### config.mk
export PLATFORM = sky130hd
export DESIGN_NAME = phs_top
export DESIGN_NICKNAME = d
export VERILOG_FILES = /design/src/phs_pkg.sv /design/src/phs_top.sv /design/src/phs_mdio.sv
export SDC_FILE = /design/constraint.sdc
export NUM_CORES = 1
export LEC_CHECK = 0
export BUFFER_PORTS_ARGS = -buffer_cell sky130_fd_sc_hd__buf_2
export CORE_ASPECT_RATIO = 0.7
export CORE_MARGIN = 3
export CORE_UTILIZATION = 50
export CTS_BUF_LIST = sky130_fd_sc_hd__clkbuf_4
export DETAILED_ROUTE_END_ITERATION = 12
export PLACE_DENSITY = 0.73
export SYNTH_ARGS = -nofsm -noshare
export SYNTH_HDL_FRONTEND = slang
export SYNTH_SLANG_ARGS = --single-unit
### constraint.sdc
create_clock -name clk -period 4 [get_ports clk]
set_input_delay 0.6 -clock clk [delete_from_list [all_inputs] [get_ports clk]]
set_output_delay 0.6 -clock clk [all_outputs]
set_load 0.01 [all_outputs]
### src/phs_pkg.sv
package phs_pkg;
    // Register addresses on the management bus
    localparam logic [4:0]  REG_STRAP_STATUS = 5'h17;
    localparam logic [4:0]  REG_EXP_CTRL     = 5'h18;
    localparam logic [4:0]  REG_INT_CS       = 5'h1B;

    // Strap status bit positions
    localparam int          BIT_B2B_MII      = 7;
    localparam int          BIT_B2B_RMII     = 6;
    localparam int          BIT_TEST_CHAIN   = 5;
    localparam int          BIT_RMII         = 1;
    localparam int          BIT_MII          = 0;

    // Expanded control bit positions and reset value
    localparam int          BIT_ENERGY_DETECT_POWER_DOWN_DIS     = 11;
    localparam int          BIT_LAT_RANDOM   = 10;
    localparam int          BIT_PRE_RESTORE  = 6;
    localparam logic [15:0] EXP_CTRL_RESET   = 16'h0801;

    // Interrupt register: enables high byte, sticky status low byte
    localparam int          INT_EN_LSB       = 8;
    localparam int          INT_EVENTS       = 8;
    localparam logic [15:0] INT_CS_RESET     = 16'h0000;

    // Strap pin vector order
    localparam int          STRAP_W          = 5;
    localparam int          STP_MII          = 0;
    localparam int          STP_RMII         = 1;
    localparam int          STP_CHAIN        = 2;
    localparam int          STP_B2B_RMII     = 3;
    localparam int          STP_B2B_MII      = 4;

    // Seven preamble bytes, two nibbles each on the MII
    localparam logic [3:0]  STRIP_NIBBLES    = 4'hE;

    // Management frame
    localparam logic [5:0]  PRE_LEN          = 6'h20;
    localparam logic [4:0]  HDR_LAST         = 5'h0C;
    localparam logic [4:0]  DATA_LAST        = 5'h0F;
    localparam logic [1:0]  OP_WRITE         = 2'h1;
    localparam logic [1:0]  OP_READ          = 2'h2;

    typedef enum logic [3:0] {
        ST_IDLE = 4'h1,
        ST_HDR  = 4'h2,
        ST_TA   = 4'h4,
        ST_DATA = 4'h8
    } phs_mstate_t;
endpackage

### src/phs_top.sv
// Behaviour
// - Status bits 17.7 and 17.6 show strapped MII or RMII back-to-back mode.
// - Status bit 17.5 shows strapped pin connectivity test chain mode.
// - Status bits 17.1 and 17.0 show strapped RMII or MII host mode.
// - Bit 18.11 disables energy-detect power-down when 1; read-write, resets to 1.
// - Bit 18.10 picks random (1) or fixed (0) 100 Mb/s latency; resets 0.
// - Every received preamble byte reaches the MII in 100 Mb/s operation.
// - Bit 18.6 set keeps the 10 Mb/s preamble ahead of the frame.
// - Bit 18.6 clear strips seven preamble bytes; frame starts at SFD.
// - Enable 1B.15, reset 0, lets jabber events drive the interrupt.
// - Enable 1B.14, reset 0, lets receive error events raise the interrupt.
// - Enable 1B.13, reset 0, lets page received events raise the interrupt.
// - Enable 1B.12, reset 0, lets parallel detect faults raise the interrupt.
// - Enable 1B.11, reset 0, lets link partner acknowledge raise the interrupt.
// - Each event latches a sticky status bit cleared when software reads it.
module phs_top
    import phs_pkg::*;
#(
    parameter logic [4:0] PHY_ADDR = 5'h01
) (
    // Clock and reset
    input  wire logic                  clk,
    input  wire logic                  rst,
    // Management pins
    input  wire logic                  mdc,
    input  wire logic                  mdioIn,
    output logic                       mdioOut,
    output logic                       mdioOe,
    // Strap pins
    input  wire logic [STRAP_W-1:0]    strapPins,
    // Events from the PHY core, one-cycle pulses
    input  wire logic [INT_EVENTS-1:0] intEvents,
    // Interrupt pin
    output logic                       intrN,
    // Controls to the PHY core
    output logic                       edpdDisable,
    output logic                       latRandom,
    // Receive path toward the MII
    input  wire logic                  speed10,
    input  wire logic                  rxDvIn,
    input  wire logic [3:0]            rxdIn,
    output logic                       rxDvOut,
    output logic [3:0]                 rxdOut
);
    logic [STRAP_W-1:0]    strapSync1_ff;
    logic [STRAP_W-1:0]    strapSync2_ff;
    logic [STRAP_W-1:0]    strap_ff;
    logic                  strapDone_ff;
    logic [15:0]           ctrl_ff;
    logic [7:0]            intEn_ff;
    logic [INT_EVENTS-1:0] intStat_ff;
    logic                  intrN_ff;
    logic [3:0]            preCnt_ff;
    logic                  rxDv_ff;
    logic [3:0]            rxd_ff;
    logic [4:0]            regAddr;
    logic [15:0]           rdData;
    logic                  rdStb;
    logic                  wrStb;
    logic [15:0]           wrData;

    phs_mdio #(
        .PHY_ADDR (PHY_ADDR)
    ) u_mdio (
        .clk     (clk),
        .rst     (rst),
        .mdc     (mdc),
        .mdioIn  (mdioIn),
        .mdioOut (mdioOut),
        .mdioOe  (mdioOe),
        .regAddr (regAddr),
        .rdStb   (rdStb),
        .rdData  (rdData),
        .wrStb   (wrStb),
        .wrData  (wrData)
    );

    // Address decode and readback
    wire        selStrap = (regAddr == REG_STRAP_STATUS);
    wire        selCtrl  = (regAddr == REG_EXP_CTRL);
    wire        selInt   = (regAddr == REG_INT_CS);
    wire        wrCtrl   = wrStb & selCtrl;
    wire        wrInt    = wrStb & selInt;
    wire        rdInt    = rdStb & selInt;
    wire [15:0] strapWord = {8'h00,
                             strap_ff[STP_B2B_MII], strap_ff[STP_B2B_RMII], strap_ff[STP_CHAIN],
                             3'h0, strap_ff[STP_RMII], strap_ff[STP_MII]};
    wire [15:0] intWord  = {intEn_ff, intStat_ff};
    assign rdData = selStrap ? strapWord :
                    selCtrl  ? ctrl_ff :
                    selInt   ? intWord : 16'h0000;

    // Synchroniser left unreset so it already holds the pins at release
    always_ff @(posedge clk) begin
        strapSync1_ff <= strapPins;
        strapSync2_ff <= strapSync1_ff;
    end

    // Strap pins are asynchronous; captured once just after reset release
    always_ff @(posedge clk or posedge rst) begin
        if (rst) begin
            strap_ff      <= '0;
            strapDone_ff  <= 1'b0;
        end else begin
            strapDone_ff  <= 1'b1;
            if (strapDone_ff == 1'b0) begin
                strap_ff <= strapSync2_ff;
            end
        end
    end

    // Control and interrupt registers
    wire [INT_EVENTS-1:0] nxt_intStat = (rdInt ? '0 : intStat_ff) | intEvents;
    wire                  intAny      = |(intStat_ff & intEn_ff);

    always_ff @(posedge clk or posedge rst) begin
        if (rst) begin
            ctrl_ff    <= EXP_CTRL_RESET;
            intEn_ff   <= INT_CS_RESET[15:INT_EN_LSB];
            intStat_ff <= INT_CS_RESET[INT_EVENTS-1:0];
            intrN_ff   <= 1'b1;
        end else begin
            if (wrCtrl) begin
                ctrl_ff <= wrData;
            end
            if (wrInt) begin
                intEn_ff <= wrData[15:INT_EN_LSB];
            end
            intStat_ff <= nxt_intStat;
            intrN_ff   <= ~intAny;
        end
    end

    // Receive path: one register stage, preamble stripped only at 10 Mb/s
    wire stripOn  = speed10 & ~ctrl_ff[BIT_PRE_RESTORE];
    wire inPre    = rxDvIn & (preCnt_ff < STRIP_NIBBLES);
    wire passDv   = rxDvIn & ~(stripOn & inPre);

    always_ff @(posedge clk or posedge rst) begin
        if (rst) begin
            preCnt_ff <= 4'h0;
            rxDv_ff   <= 1'b0;
            rxd_ff    <= 4'h0;
        end else begin
            if (!rxDvIn) begin
                preCnt_ff <= 4'h0;
            end else if (inPre) begin
                preCnt_ff <= preCnt_ff + 4'h1;
            end
            rxDv_ff <= passDv;
            rxd_ff  <= passDv ? rxdIn : 4'h0;
        end
    end

    assign intrN       = intrN_ff;
    assign edpdDisable = ctrl_ff[BIT_ENERGY_DETECT_POWER_DOWN_DIS];
    assign latRandom   = ctrl_ff[BIT_LAT_RANDOM];
    assign rxDvOut     = rxDv_ff;
    assign rxdOut      = rxd_ff;
endmodule

### src/phs_mdio.sv
module phs_mdio
    import phs_pkg::*;
#(
    parameter logic [4:0] PHY_ADDR = 5'h01
) (
    // Clock and reset
    input  wire logic        clk,
    input  wire logic        rst,
    // Management pins
    input  wire logic        mdc,
    input  wire logic        mdioIn,
    output logic             mdioOut,
    output logic             mdioOe,
    // Register access
    output logic [4:0]       regAddr,
    output logic             rdStb,
    input  wire logic [15:0] rdData,
    output logic             wrStb,
    output logic [15:0]      wrData
);
    phs_mstate_t state_ff;
    logic [2:0]  mdcSync_ff;
    logic [1:0]  dioSync_ff;
    logic [5:0]  ones_ff;
    logic [4:0]  cnt_ff;
    logic [12:0] hdr_ff;
    logic [15:0] sh_ff;
    logic        isRead_ff;
    logic        rdStb_ff;
    logic        wrStb_ff;
    logic        oe_ff;
    logic        out_ff;
    logic [4:0]  addr_ff;

    // Bit value and MDC rise, both read only after the second stage
    wire        bitIn   = dioSync_ff[1];
    wire        mdcRise = mdcSync_ff[1] & ~mdcSync_ff[2];
    wire [12:0] hdrFull = {hdr_ff[11:0], bitIn};
    wire        hdrOk   = hdrFull[12] & (hdrFull[9:5] == PHY_ADDR);
    wire [1:0]  hdrOp   = hdrFull[11:10];

    always_ff @(posedge clk or posedge rst) begin
        if (rst) begin
            mdcSync_ff <= 3'h0;
            dioSync_ff <= 2'h3;
        end else begin
            mdcSync_ff <= {mdcSync_ff[1:0], mdc};
            dioSync_ff <= {dioSync_ff[0], mdioIn};
        end
    end

    always_ff @(posedge clk or posedge rst) begin
        if (rst) begin
            state_ff  <= ST_IDLE;
            ones_ff   <= 6'h00;
            cnt_ff    <= 5'h00;
            hdr_ff    <= 13'h0000;
            sh_ff     <= 16'h0000;
            isRead_ff <= 1'b0;
            rdStb_ff  <= 1'b0;
            wrStb_ff  <= 1'b0;
            oe_ff     <= 1'b0;
            out_ff    <= 1'b0;
            addr_ff   <= 5'h00;
        end else begin
            rdStb_ff <= 1'b0;
            wrStb_ff <= 1'b0;
            // Read data captured in the strobe cycle, before clear-on-read lands
            if (rdStb_ff) begin
                sh_ff <= rdData;
            end
            if (mdcRise) begin
                case (state_ff)
                    ST_IDLE: begin
                        if (bitIn) begin
                            if (ones_ff != PRE_LEN) begin
                                ones_ff <= ones_ff + 6'h01;
                            end
                        end else begin
                            ones_ff <= 6'h00;
                            if (ones_ff == PRE_LEN) begin
                                state_ff <= ST_HDR;
                                cnt_ff   <= 5'h00;
                            end
                        end
                    end
                    ST_HDR: begin
                        hdr_ff <= hdrFull;
                        cnt_ff <= cnt_ff + 5'h01;
                        if (cnt_ff == HDR_LAST) begin
                            cnt_ff    <= 5'h00;
                            addr_ff   <= hdrFull[4:0];
                            isRead_ff <= (hdrOp == OP_READ);
                            if (hdrOk && (hdrOp == OP_READ || hdrOp == OP_WRITE)) begin
                                state_ff <= ST_TA;
                                rdStb_ff <= (hdrOp == OP_READ);
                            end else begin
                                state_ff <= ST_IDLE;
                            end
                        end
                    end
                    ST_TA: begin
                        cnt_ff <= cnt_ff + 5'h01;
                        if (cnt_ff == 5'h00) begin
                            oe_ff  <= isRead_ff;
                            out_ff <= 1'b0;
                        end else begin
                            state_ff <= ST_DATA;
                            cnt_ff   <= 5'h00;
                            if (isRead_ff) begin
                                out_ff <= sh_ff[15];
                                sh_ff  <= {sh_ff[14:0], 1'b0};
                            end
                        end
                    end
                    ST_DATA: begin
                        cnt_ff <= cnt_ff + 5'h01;
                        if (isRead_ff) begin
                            out_ff <= sh_ff[15];
                            sh_ff  <= {sh_ff[14:0], 1'b0};
                        end else begin
                            sh_ff <= {sh_ff[14:0], bitIn};
                        end
                        if (cnt_ff == DATA_LAST) begin
                            state_ff <= ST_IDLE;
                            oe_ff    <= 1'b0;
                            wrStb_ff <= ~isRead_ff;
                        end
                    end
                    default: begin
                        state_ff <= ST_IDLE;
                    end
                endcase
            end
        end
    end

    assign mdioOut = out_ff;
    assign mdioOe  = oe_ff;
    assign regAddr = addr_ff;
    assign rdStb   = rdStb_ff;
    assign wrStb   = wrStb_ff;
    assign wrData  = sh_ff;
endmodule

==> impl_results.html, run 1 <==
<table>
<tr><th>Metric</th><th>Value</th></tr>
<tr><th colspan="2">Placement</th></tr>
<tr><td>Final weighted congestion in routability-driven placement</td><td>approximately 0.84</td></tr>
<tr><td>Cell count after placement</td><td>555</td></tr>
<tr><td>Final HPWL from detailed placement</td><td>a little under 7000 um</td></tr>
<tr><td>Port Buffers</td><td>32</td></tr>
<tr><th colspan="2">Synthesis</th></tr>
<tr><td>Top cell type by total area after synthesis</td><td>sky130_fd_sc_hd__dfrtp_1</td></tr>
<tr><td>Portion of the post-synthesis area used by sequential elements</td><td>57.4%</td></tr>
<tr><td>Number of register bits inferred by synthesis</td><td>116</td></tr>
<tr><td>Synth warn</td><td>0</td></tr>
<tr><td>Cell count after synthesis</td><td>410</td></tr>
<tr><td>Cell area after synthesis</td><td>0.00498 mm^2</td></tr>
<tr><td>Ys flop type</td><td>sky130_fd_sc_hd__dfrtp_1</td></tr>
<tr><td>Proportion of register bits with asynchronous set or reset after synthesis</td><td>91.4%</td></tr>
<tr><td>Number of enable-type register cells in the synthesized netlist</td><td>0</td></tr>
<tr><td>Top area cells in the synthesized netlist</td><td>sky130_fd_sc_hd__dfrtp_1 (50%), sky130_fd_sc_hd__mux2_2 (12%), sky130_fd_sc_hd__dfxtp_1 (4.0%)</td></tr>
<tr><td>Share of Yosys cell area claimed by the top area cell type</td><td>between 50% and 60%</td></tr>
<tr><td>Count of different cell masters after synthesis</td><td>57</td></tr>
<tr><td>Post-Syn Nets</td><td>440</td></tr>
<tr><td>Post-Syn Area per Cell</td><td>12.2 um^2</td></tr>
<tr><th colspan="2">Global routing</th></tr>
<tr><td>Grt met2 use</td><td>approximately 30%</td></tr>
<tr><td>Grt ovf</td><td>0</td></tr>
<tr><td>Gr usage total</td><td>19.3%</td></tr>
<tr><td>Largest net degree at the start of global routing</td><td>62</td></tr>
<tr><td>Global-route wire length before repair</td><td>16800 um</td></tr>
<tr><td>Met3 usage in global routing</td><td>5.37%</td></tr>
<tr><td>Met1 demand-to-capacity share in global routing</td><td>26.7%</td></tr>
<tr><td>Most used routing layer in global routing</td><td>met2</td></tr>
<tr><td>Number of global-route vias before repair</td><td>3363</td></tr>
<tr><td>Antenna violations before repair</td><td>0</td></tr>
<tr><th colspan="2">Clock tree</th></tr>
<tr><td>H-tree depth</td><td>4</td></tr>
<tr><td>Largest buffer count on any clock path</td><td>2</td></tr>
<tr><td>Quantity of hold-fixing buffers added after cts</td><td>0</td></tr>
<tr><td>Clk root buf</td><td>sky130_fd_sc_hd__clkbuf_4</td></tr>
<tr><td>Num Clock Sinks</td><td>116</td></tr>
<tr><td>Clock transition time at the flip-flop clock pins of the worst setup and hold paths</td><td>0.10 ns</td></tr>
<tr><td>Post-CTS repair timing setup buffer count</td><td>0</td></tr>
<tr><td>CTS Buf Count</td><td>17</td></tr>
<tr><td>CTS tree</td><td>yes</td></tr>
<tr><td>Latest clock arrival within the worst-skew pair</td><td>about 0.53 ns</td></tr>
<tr><td>Post-CTS Resized</td><td>0</td></tr>
<tr><th colspan="2">Setup path</th></tr>
<tr><td>Setup slack of the worst register-to-register path</td><td>1.40 ns</td></tr>
<tr><td>Element type at the critical path end</td><td>flip-flop</td></tr>
<tr><td>Reg-to-Reg End</td><td>u_mdio.regAddr[2]$_DFFE_PP0P_</td></tr>
<tr><td>Classification of the worst setup path</td><td>reg -&gt; reg</td></tr>
<tr><td>CP max stage delay</td><td>about 0.69 ns</td></tr>
<tr><td>Data required, critical path</td><td>4.41 ns</td></tr>
<tr><td>Depth of the worst register-to-register path</td><td>4</td></tr>
<tr><td>Startpoint type of the worst setup path</td><td>flip-flop</td></tr>
<tr><td>Crit path cell chain</td><td>nor4b_1, nand2_1, nor2_2, mux2_2</td></tr>
<tr><td>Library cell contributing the largest single delay on the critical path</td><td>sky130_fd_sc_hd__nor4b_1</td></tr>
<tr><td>Arrival time at the worst endpoint</td><td>around 3 ns</td></tr>
<tr><td>Origin of the critical flop-to-flop path</td><td>u_mdio.state_ff[3]$_DFFE_PP0P_</td></tr>
<tr><td>Largest fanout of any net on the critical path</td><td>15</td></tr>
<tr><th colspan="2">Timing</th></tr>
<tr><td>Final worst clock skew</td><td>0.0158 ns</td></tr>
<tr><td>Final hold vios</td><td>0</td></tr>
<tr><td>Worst Max-Slew Pin Slew</td><td>0.862 ns</td></tr>
<tr><td>Count of final max-slew check failures</td><td>0</td></tr>
<tr><td>Post-Route Hold Slack</td><td>between 0.15 and 0.2 ns</td></tr>
<tr><td>Final cycle utilization of the critical path</td><td>65.0%</td></tr>
<tr><td>Unrepaired setup endpoints after global routing</td><td>false</td></tr>
<tr><td>Final critical path time including I/O delays and setup</td><td>2.60 ns</td></tr>
<tr><td>Max_slew headroom</td><td>41.7%</td></tr>
<tr><td>Highest clock frequency the design can meet</td><td>0.385 GHz</td></tr>
<tr><td>Post-route setup TNS</td><td>0 ns</td></tr>
<tr><td>Number of endpoints failing setup at the final stage</td><td>0</td></tr>
<tr><th colspan="2">Route</th></tr>
<tr><td>Overall via count from detail_route</td><td>around 3500</td></tr>
<tr><td>1st-pass router iterations</td><td>5</td></tr>
<tr><td>Routed wire length</td><td>roughly 10000 um</td></tr>
<tr><td>DR iter-0 viols</td><td>370</td></tr>
<tr><td>Remaining number of nets flagged by the antenna check after routing</td><td>0</td></tr>
<tr><td>Wire length per cell</td><td>roughly 17 um</td></tr>
<tr><td>DRC violation count after routing</td><td>0</td></tr>
<tr><td>Average via count per standard cell</td><td>5.90</td></tr>
<tr><th colspan="2">Power</th></tr>
<tr><td>Pwr/cell area</td><td>447 mW/mm^2</td></tr>
<tr><td>Psw</td><td>661 uW</td></tr>
<tr><td>Leak</td><td>2.58 nW</td></tr>
<tr><td>Cell Int Power</td><td>approximately 1.8 mW</td></tr>
<tr><td>Combinational share of power</td><td>about an eighth</td></tr>
<tr><td>Reg power frac</td><td>52.5%</td></tr>
<tr><td>Share of total power consumed by net switching</td><td>a little over a quarter</td></tr>
<tr><td>Clock network fraction of total power</td><td>35.4%</td></tr>
<tr><td>Largest vdd supply drop</td><td>292 uV</td></tr>
<tr><th colspan="2">Final layout</th></tr>
<tr><td>Seq. cell area</td><td>0.00286 mm^2</td></tr>
<tr><td>Post-layout util</td><td>59.4%</td></tr>
<tr><td>Area Growth Syn to Fin</td><td>11.5%</td></tr>
<tr><td>Post-route non-filler standard cell count</td><td>587</td></tr>
<tr><td>Number of filler cells placed in the layout</td><td>785</td></tr>
<tr><td>Share of layout cells above drive strength 1</td><td>between 20% and 30%</td></tr>
<tr><td>Area of the multi-input gates</td><td>0.00199 mm^2</td></tr>
<tr><td>Post-layout nets</td><td>480</td></tr>
<tr><td>Inserted Diodes</td><td>0</td></tr>
<tr><th colspan="2">Floorplanning</th></tr>
<tr><td>Die height</td><td>between 80 and 90 um</td></tr>
<tr><td>IO Pins</td><td>33</td></tr>
<tr><td>Floorplan die area</td><td>0.0112 mm^2</td></tr>
<tr><td>Die X</td><td>125 um</td></tr>
<tr><td>Standard-cell row count</td><td>29</td></tr>
<tr><td>Core Box Area</td><td>0.00936 mm^2</td></tr>
<tr><td>Starting density of the core</td><td>53.2%</td></tr>
<tr><th colspan="2">Hold path</th></tr>
<tr><td>Endpoint of the worst hold-timing path</td><td>strapSync1_ff[4]$_DFF_P_</td></tr>
<tr><td>Path class of the lowest-slack min-delay path</td><td>in -&gt; reg</td></tr>
<tr><td>Hold path startpoint</td><td>strapPins[4]</td></tr>
<tr><td>Hold depth</td><td>1</td></tr>
<tr><th colspan="2">Job</th></tr>
<tr><td>Maximum capacitance violations</td><td>0</td></tr>
<tr><th colspan="2">Run status</th></tr>
<tr><td>Run status</td><td>finished, final reports clean</td></tr>
</table>
## power groups by stage
stage	Clock (mW)	Combinational [mW]	Sequential, mW
2_1_floorplan	0	0.258	1.30
3_3_place_gp	0	0.283	1.32
3_5_place_dp	0	0.301	1.33
4_1_cts	0.894	0.301	1.30
5_1_grt	0.949	0.338	1.32
6_report	0.879	0.300	1.30
## worst max-delay path, delay by kind of cell (launching register included)
kind	cells	cell delay [ns]
muxes	1	0.38
DFF	1	0.47
and+or+nand+nor	3	1.64
## Yosys cell counts, types with 9 or more instances
master,instances
sky130_fd_sc_hd__mux2_2,51
sky130_fd_sc_hd__o31ai_1,14
sky130_fd_sc_hd__nand2_1,17
sky130_fd_sc_hd__and3_1,12
sky130_fd_sc_hd__inv_1,16
sky130_fd_sc_hd__nor2_1,18
sky130_fd_sc_hd__dfxtp_1,10
sky130_fd_sc_hd__o21ai_0,11
sky130_fd_sc_hd__a221oi_1,12
sky130_fd_sc_hd__nor3_1,11
sky130_fd_sc_hd__nand3_1,17
sky130_fd_sc_hd__dfrtp_1,100
sky130_fd_sc_hd__clkbuf_1,9
## registers in the layout (all words and copies together), names as in the netlist, 2 cells and up
| register | cells |
|---|---|
| strap_ff | 5 |
| u_mdio.state_ff | 4 |
| u_mdio.dioSync_ff | 2 |
| u_mdio.ones_ff | 6 |
| u_mdio.wrData | 16 |
| strapSync2_ff | 5 |
| ctrl_ff | 16 |
| u_mdio.hdr_ff | 12 |
| u_mdio.regAddr | 5 |
| rxdOut | 4 |
| preCnt_ff | 4 |
| intEn_ff | 8 |
| strapSync1_ff | 5 |
| u_mdio.mdcSync_ff | 3 |
| u_mdio.cnt_ff | 5 |
| intStat_ff | 8 |
## how the worst max path moves through the flow
| stage | cells after the start | endpoint | start |
|---|---|---|---|
| floorplan | 1 | ctrl_ff[10]$_DFFE_PP0P_ | rst |
| global placement | 4 | u_mdio.regAddr[2]$_DFFE_PP0P_ | u_mdio.state_ff[3]$_DFFE_PP0P_ |
| detailed placement | 4 | u_mdio.regAddr[2]$_DFFE_PP0P_ | u_mdio.state_ff[3]$_DFFE_PP0P_ |
| CTS | 4 | u_mdio.isRead_ff$_DFFE_PP0P_ | u_mdio.state_ff[3]$_DFFE_PP0P_ |
| global route | 4 | u_mdio.isRead_ff$_DFFE_PP0P_ | u_mdio.state_ff[1]$_DFFE_PP0P_ |
| finish | 4 | u_mdio.regAddr[2]$_DFFE_PP0P_ | u_mdio.state_ff[3]$_DFFE_PP0P_ |
## per-stage QoR
| step | power, mW | setup WS [ns] | cell area, um^2 |
|---|---|---|---|
| finish | 2.48 | 1.40 | 5560 |
| global route | 2.60 | 1.12 | 5560 |
| CTS | 2.50 | 1.41 | 5560 |
| detailed placement | 1.63 | 1.42 | 5270 |
| global placement | 1.60 | 1.55 | 5270 |
| floorplan | 1.55 | 0.621 | 4980 |
## layer usage
layer / routed length [um] / part of all wire, %
met2: 4460 / 44
met5: 0 / 0
met1: 4900 / 48
met3: 708 / 6.9
met4: 123 / 1.2
## layout make-up
cell class	count	area share, %
clock buffer	20	2.70
multi-input combinational	261	35.7
tap	124	2.79
inverter	16	1.13
clock inverter	12	2.50
timing repair buffer	38	3.69
sequential	116	51.5
## logic make-up (layout without fill, tap and decap cells)
logic type	Yosys count	in the layout	share of synthesized area, %
buf+inv	33	86	2.79
xor+xnor	2	2	0.351
other cells	1	1	0.0752
compound gates	84	84	12.5
flops	116	116	57.4
fa+ha+maj	7	7	1.76
mux	51	51	11.5
simple gates	116	116	13.7
## placed cells by master (no fill, tap or decap), types with 4 or more instances in the layout
master / n
sky130_fd_sc_hd__o31ai_1: 14
sky130_fd_sc_hd__clkinv_2: 5
sky130_fd_sc_hd__nor2b_1: 4
sky130_fd_sc_hd__a221oi_1: 12
sky130_fd_sc_hd__buf_2: 32
sky130_fd_sc_hd__clkbuf_4: 20
sky130_fd_sc_hd__nand3b_1: 5
sky130_fd_sc_hd__nand3_1: 17
sky130_fd_sc_hd__buf_4: 6
sky130_fd_sc_hd__nor4b_1: 5
sky130_fd_sc_hd__nor3_1: 11
sky130_fd_sc_hd__dfxtp_1: 10
sky130_fd_sc_hd__mux2_2: 51
sky130_fd_sc_hd__nand2_1: 17
sky130_fd_sc_hd__dfrtp_1: 100
sky130_fd_sc_hd__o21ai_0: 11
sky130_fd_sc_hd__nor2_1: 18
sky130_fd_sc_hd__a21o_1: 8
sky130_fd_sc_hd__ha_1: 7
sky130_fd_sc_hd__and3_1: 12
sky130_fd_sc_hd__and2_1: 7
sky130_fd_sc_hd__o311ai_0: 4
sky130_fd_sc_hd__dfstp_2: 6
sky130_fd_sc_hd__a31oi_1: 8
sky130_fd_sc_hd__inv_1: 15
sky130_fd_sc_hd__a22oi_1: 5
No activity file was read; power rests on OpenSTA's default activity.
==> run 2: changes to the inputs <==
Clock period 4 ns to 2.4 ns, I/O delays scaled along.
==> run 2 against run 1 <==
  * Setup slack got worse by 1.2 ns
  * Utilization rose by 3.0 points
  * Routed wire length up 4.6%
  * Global-route usage is 0.75 points higher
  * Die area did not move
  * Clock power grew 68%
  * First-iteration DRC count fell by 28%
  * Sequential power increased by 68%
  * Critical endpoint is now u_mdio.state_ff[1]$_DFFE_PP0P_
  * Highest routed layer unchanged
==> impl_results.html, run 2 (synthesis results as in run 1) <==
<table>
<tr><th>Metric</th><th>Value</th></tr>
<tr><th colspan="2">Run status</th></tr>
<tr><td>Run status</td><td>finished, final reports clean</td></tr>
<tr><th colspan="2">Global routing</th></tr>
<tr><td>Grt ovf</td><td>0</td></tr>
<tr><td>Largest net degree at the start of global routing</td><td>89</td></tr>
<tr><td>Antenna violations before repair</td><td>0</td></tr>
<tr><td>Number of global-route vias before repair</td><td>roughly 3600</td></tr>
<tr><td>Global-route wire length before repair</td><td>17500 um</td></tr>
<tr><td>Gr usage total</td><td>20.0%</td></tr>
<tr><th colspan="2">Final layout</th></tr>
<tr><td>Share of layout cells above drive strength 1</td><td>29.7%</td></tr>
<tr><td>Area Growth Syn to Fin</td><td>17.1%</td></tr>
<tr><td>Post-layout nets</td><td>a little over 500</td></tr>
<tr><td>Inserted Diodes</td><td>0</td></tr>
<tr><td>Post-route non-filler standard cell count</td><td>around 600</td></tr>
<tr><td>Most common library cell in the layout ignoring fill and taps</td><td>sky130_fd_sc_hd__dfrtp_1</td></tr>
<tr><td>Leading cell types in the layout, fill and taps excluded</td><td>sky130_fd_sc_hd__dfrtp_1 (100), sky130_fd_sc_hd__mux2_2 (51), sky130_fd_sc_hd__buf_2 (32)</td></tr>
<tr><th colspan="2">Placement</th></tr>
<tr><td>Final HPWL from detailed placement</td><td>7170 um</td></tr>
<tr><td>Dpl ws</td><td>0.118 ns</td></tr>
<tr><td>Port Buffers</td><td>32</td></tr>
<tr><td>Cell count after placement</td><td>564</td></tr>
<tr><td>Final weighted congestion in routability-driven placement</td><td>around 0.84</td></tr>
<tr><th colspan="2">Setup path</th></tr>
<tr><td>Largest fanout of any net on the critical path</td><td>9</td></tr>
<tr><td>Crit path cell chain</td><td>or4b_1, a22oi_1, or3_4, mux2_2</td></tr>
<tr><td>Element type at the critical path end</td><td>flip-flop</td></tr>
<tr><td>Arrival time at the worst endpoint</td><td>2.65 ns</td></tr>
<tr><td>Crit path buffers/inverters</td><td>0</td></tr>
<tr><td>Classification of the worst setup path</td><td>reg -&gt; reg</td></tr>
<tr><td>Data required, critical path</td><td>2.81 ns</td></tr>
<tr><td>Top Family by Delay on Critical Path</td><td>simple AND/OR/NAND/NOR gates</td></tr>
<tr><td>Startpoint type of the worst setup path</td><td>flip-flop</td></tr>
<tr><td>CP max stage delay</td><td>0.62 ns</td></tr>
<tr><td>Library cell contributing the largest single delay on the critical path</td><td>sky130_fd_sc_hd__dfstp_2</td></tr>
<tr><th colspan="2">Floorplanning</th></tr>
<tr><td>Die height</td><td>89.5 um</td></tr>
<tr><td>Starting density of the core</td><td>roughly 53%</td></tr>
<tr><td>Die X</td><td>between 100 and 150 um</td></tr>
<tr><td>IO Pins</td><td>33</td></tr>
<tr><td>Core Box Area</td><td>0.00936 mm^2</td></tr>
<tr><td>Floorplan die area</td><td>0.0112 mm^2</td></tr>
<tr><td>Standard-cell row count</td><td>29</td></tr>
<tr><th colspan="2">Clock tree</th></tr>
<tr><td>Num Clock Sinks</td><td>116</td></tr>
<tr><td>Clock transition time at the flip-flop clock pins of the worst setup and hold paths</td><td>~0.11 ns</td></tr>
<tr><td>Post-CTS repair timing setup buffer count</td><td>0</td></tr>
<tr><td>Clk root buf</td><td>sky130_fd_sc_hd__clkbuf_4</td></tr>
<tr><td>Latest clock arrival within the worst-skew pair</td><td>0.52 ns</td></tr>
<tr><td>CTS tree</td><td>yes</td></tr>
<tr><td>CTS Buf Count</td><td>17</td></tr>
<tr><td>H-tree depth</td><td>4</td></tr>
<tr><td>Largest buffer count on any clock path</td><td>2</td></tr>
<tr><th colspan="2">Timing</th></tr>
<tr><td>Unrepaired setup endpoints after global routing</td><td>false</td></tr>
<tr><td>Final worst clock skew</td><td>just over 0.01 ns</td></tr>
<tr><td>Final hold vios</td><td>0</td></tr>
<tr><td>Post-route setup TNS</td><td>0 ns</td></tr>
<tr><td>Highest clock frequency the design can meet</td><td>0.446 GHz</td></tr>
<tr><td>Max_slew headroom</td><td>61.3%</td></tr>
<tr><td>Number of endpoints failing setup at the final stage</td><td>0</td></tr>
<tr><td>Count of final max-slew check failures</td><td>0</td></tr>
<tr><td>Min setup slack post-route</td><td>0.156 ns</td></tr>
<tr><td>Final critical path time including I/O delays and setup</td><td>2.24 ns</td></tr>
<tr><td>Final cycle utilization of the critical path</td><td>between 90% and 100%</td></tr>
<tr><td>Worst Max-Slew Pin Slew</td><td>0.579 ns</td></tr>
<tr><th colspan="2">Job</th></tr>
<tr><td>Maximum capacitance violations</td><td>0</td></tr>
<tr><th colspan="2">Route</th></tr>
<tr><td>Remaining number of nets flagged by the antenna check after routing</td><td>0</td></tr>
<tr><td>Wire length per cell</td><td>about 17 um</td></tr>
<tr><td>Routed wire length</td><td>about 11000 um</td></tr>
<tr><td>Average via count per standard cell</td><td>5.79</td></tr>
<tr><td>Overall via count from detail_route</td><td>3563</td></tr>
<tr><td>DRC violation count after routing</td><td>0</td></tr>
<tr><td>DR iter-0 viols</td><td>265</td></tr>
<tr><td>1st-pass router iterations</td><td>4</td></tr>
<tr><th colspan="2">Hold path</th></tr>
<tr><td>Path class of the lowest-slack min-delay path</td><td>in -&gt; reg</td></tr>
<tr><th colspan="2">Power</th></tr>
<tr><td>Total power</td><td>4.21 mW</td></tr>
<tr><td>Largest vdd supply drop</td><td>about 600 uV</td></tr>
<tr><td>Pwr/cell area</td><td>721 mW/mm^2</td></tr>
<tr><td>Leak</td><td>approximately 2.7 nW</td></tr>
</table>
## run 2: layout make-up
cell class / count / area [um^2]
Clock inverter: 14 / 161
Multi-Input combinational cell: 261 / 1990
Sequential cell: 116 / 2860
Tap cell: 124 / 155
Fill cell: 732 / 3520
Clock buffer: 18 / 135
Timing Repair Buffer: 66 / 475
Inverter: 16 / 63.8
## run 2: timing repair
| action | 4_1_cts | 5_1_grt |
|---|---|---|
| endpoints found under the setup margin | 0 | 9 |
| hold endpoints to repair | 32 | 0 |
| gates resized for setup | 0 | 1 |
| hold buffers | 19 | 0 |
## run 2: power breakdown
part,leakage [nW],switching (mW),internal [mW]
Sequential,1.47,0.113,2.06
Clock,0.152,0.755,0.725
Combinational,1.08,0.276,0.278
## run 2: per-stage QoR
| stage | instance area [um^2] | hold slack, ns | utilization (%) |
|---|---|---|---|
| after floorplan | 4990 | 0.310 | - |
| after global placement | 5350 | 0.310 | 57.2 |
| after detailed placement | 5350 | 0.312 | 57.2 |
| after CTS | 5840 | 0.00315 | 62.3 |
| after global routing | 5840 | 0.0167 | 62.4 |
| final | 5840 | 0.0375 | 62.4 |
## run 2: path summary, 6_finish.rpt
| kind | start | cells after the start | endpoint | slack [ns] |
|---|---|---|---|---|
| max in group asynchronous | rst | 4 | ctrl_ff[0]$_DFFE_PP1P_ | 1.20 |
| min reg2reg | strapSync1_ff[3]$_DFF_P_ | 0 | strapSync2_ff[3]$_DFF_P_ | 0.34 |
| max reg2reg | u_mdio.state_ff[0]$_DFFE_PP1P_ | 4 | u_mdio.state_ff[1]$_DFFE_PP0P_ | 0.16 |
| min | rxdIn[3] | 2 | rxdOut[3]$_DFF_PP0_ | 0.04 |
| min in group asynchronous | rst | 3 | ctrl_ff[13]$_DFFE_PP0P_ | 0.38 |
| max | u_mdio.state_ff[0]$_DFFE_PP1P_ | 4 | u_mdio.state_ff[1]$_DFFE_PP0P_ | 0.16 |
## run 2: per-layer routing
metal	track usage, %	share of wire, %	wire, um
met1	27.2	47	4980
met2	29.8	45	4820
met3	6.75	6.5	694
met4	8.56	1.5	165
met5	0	0	0
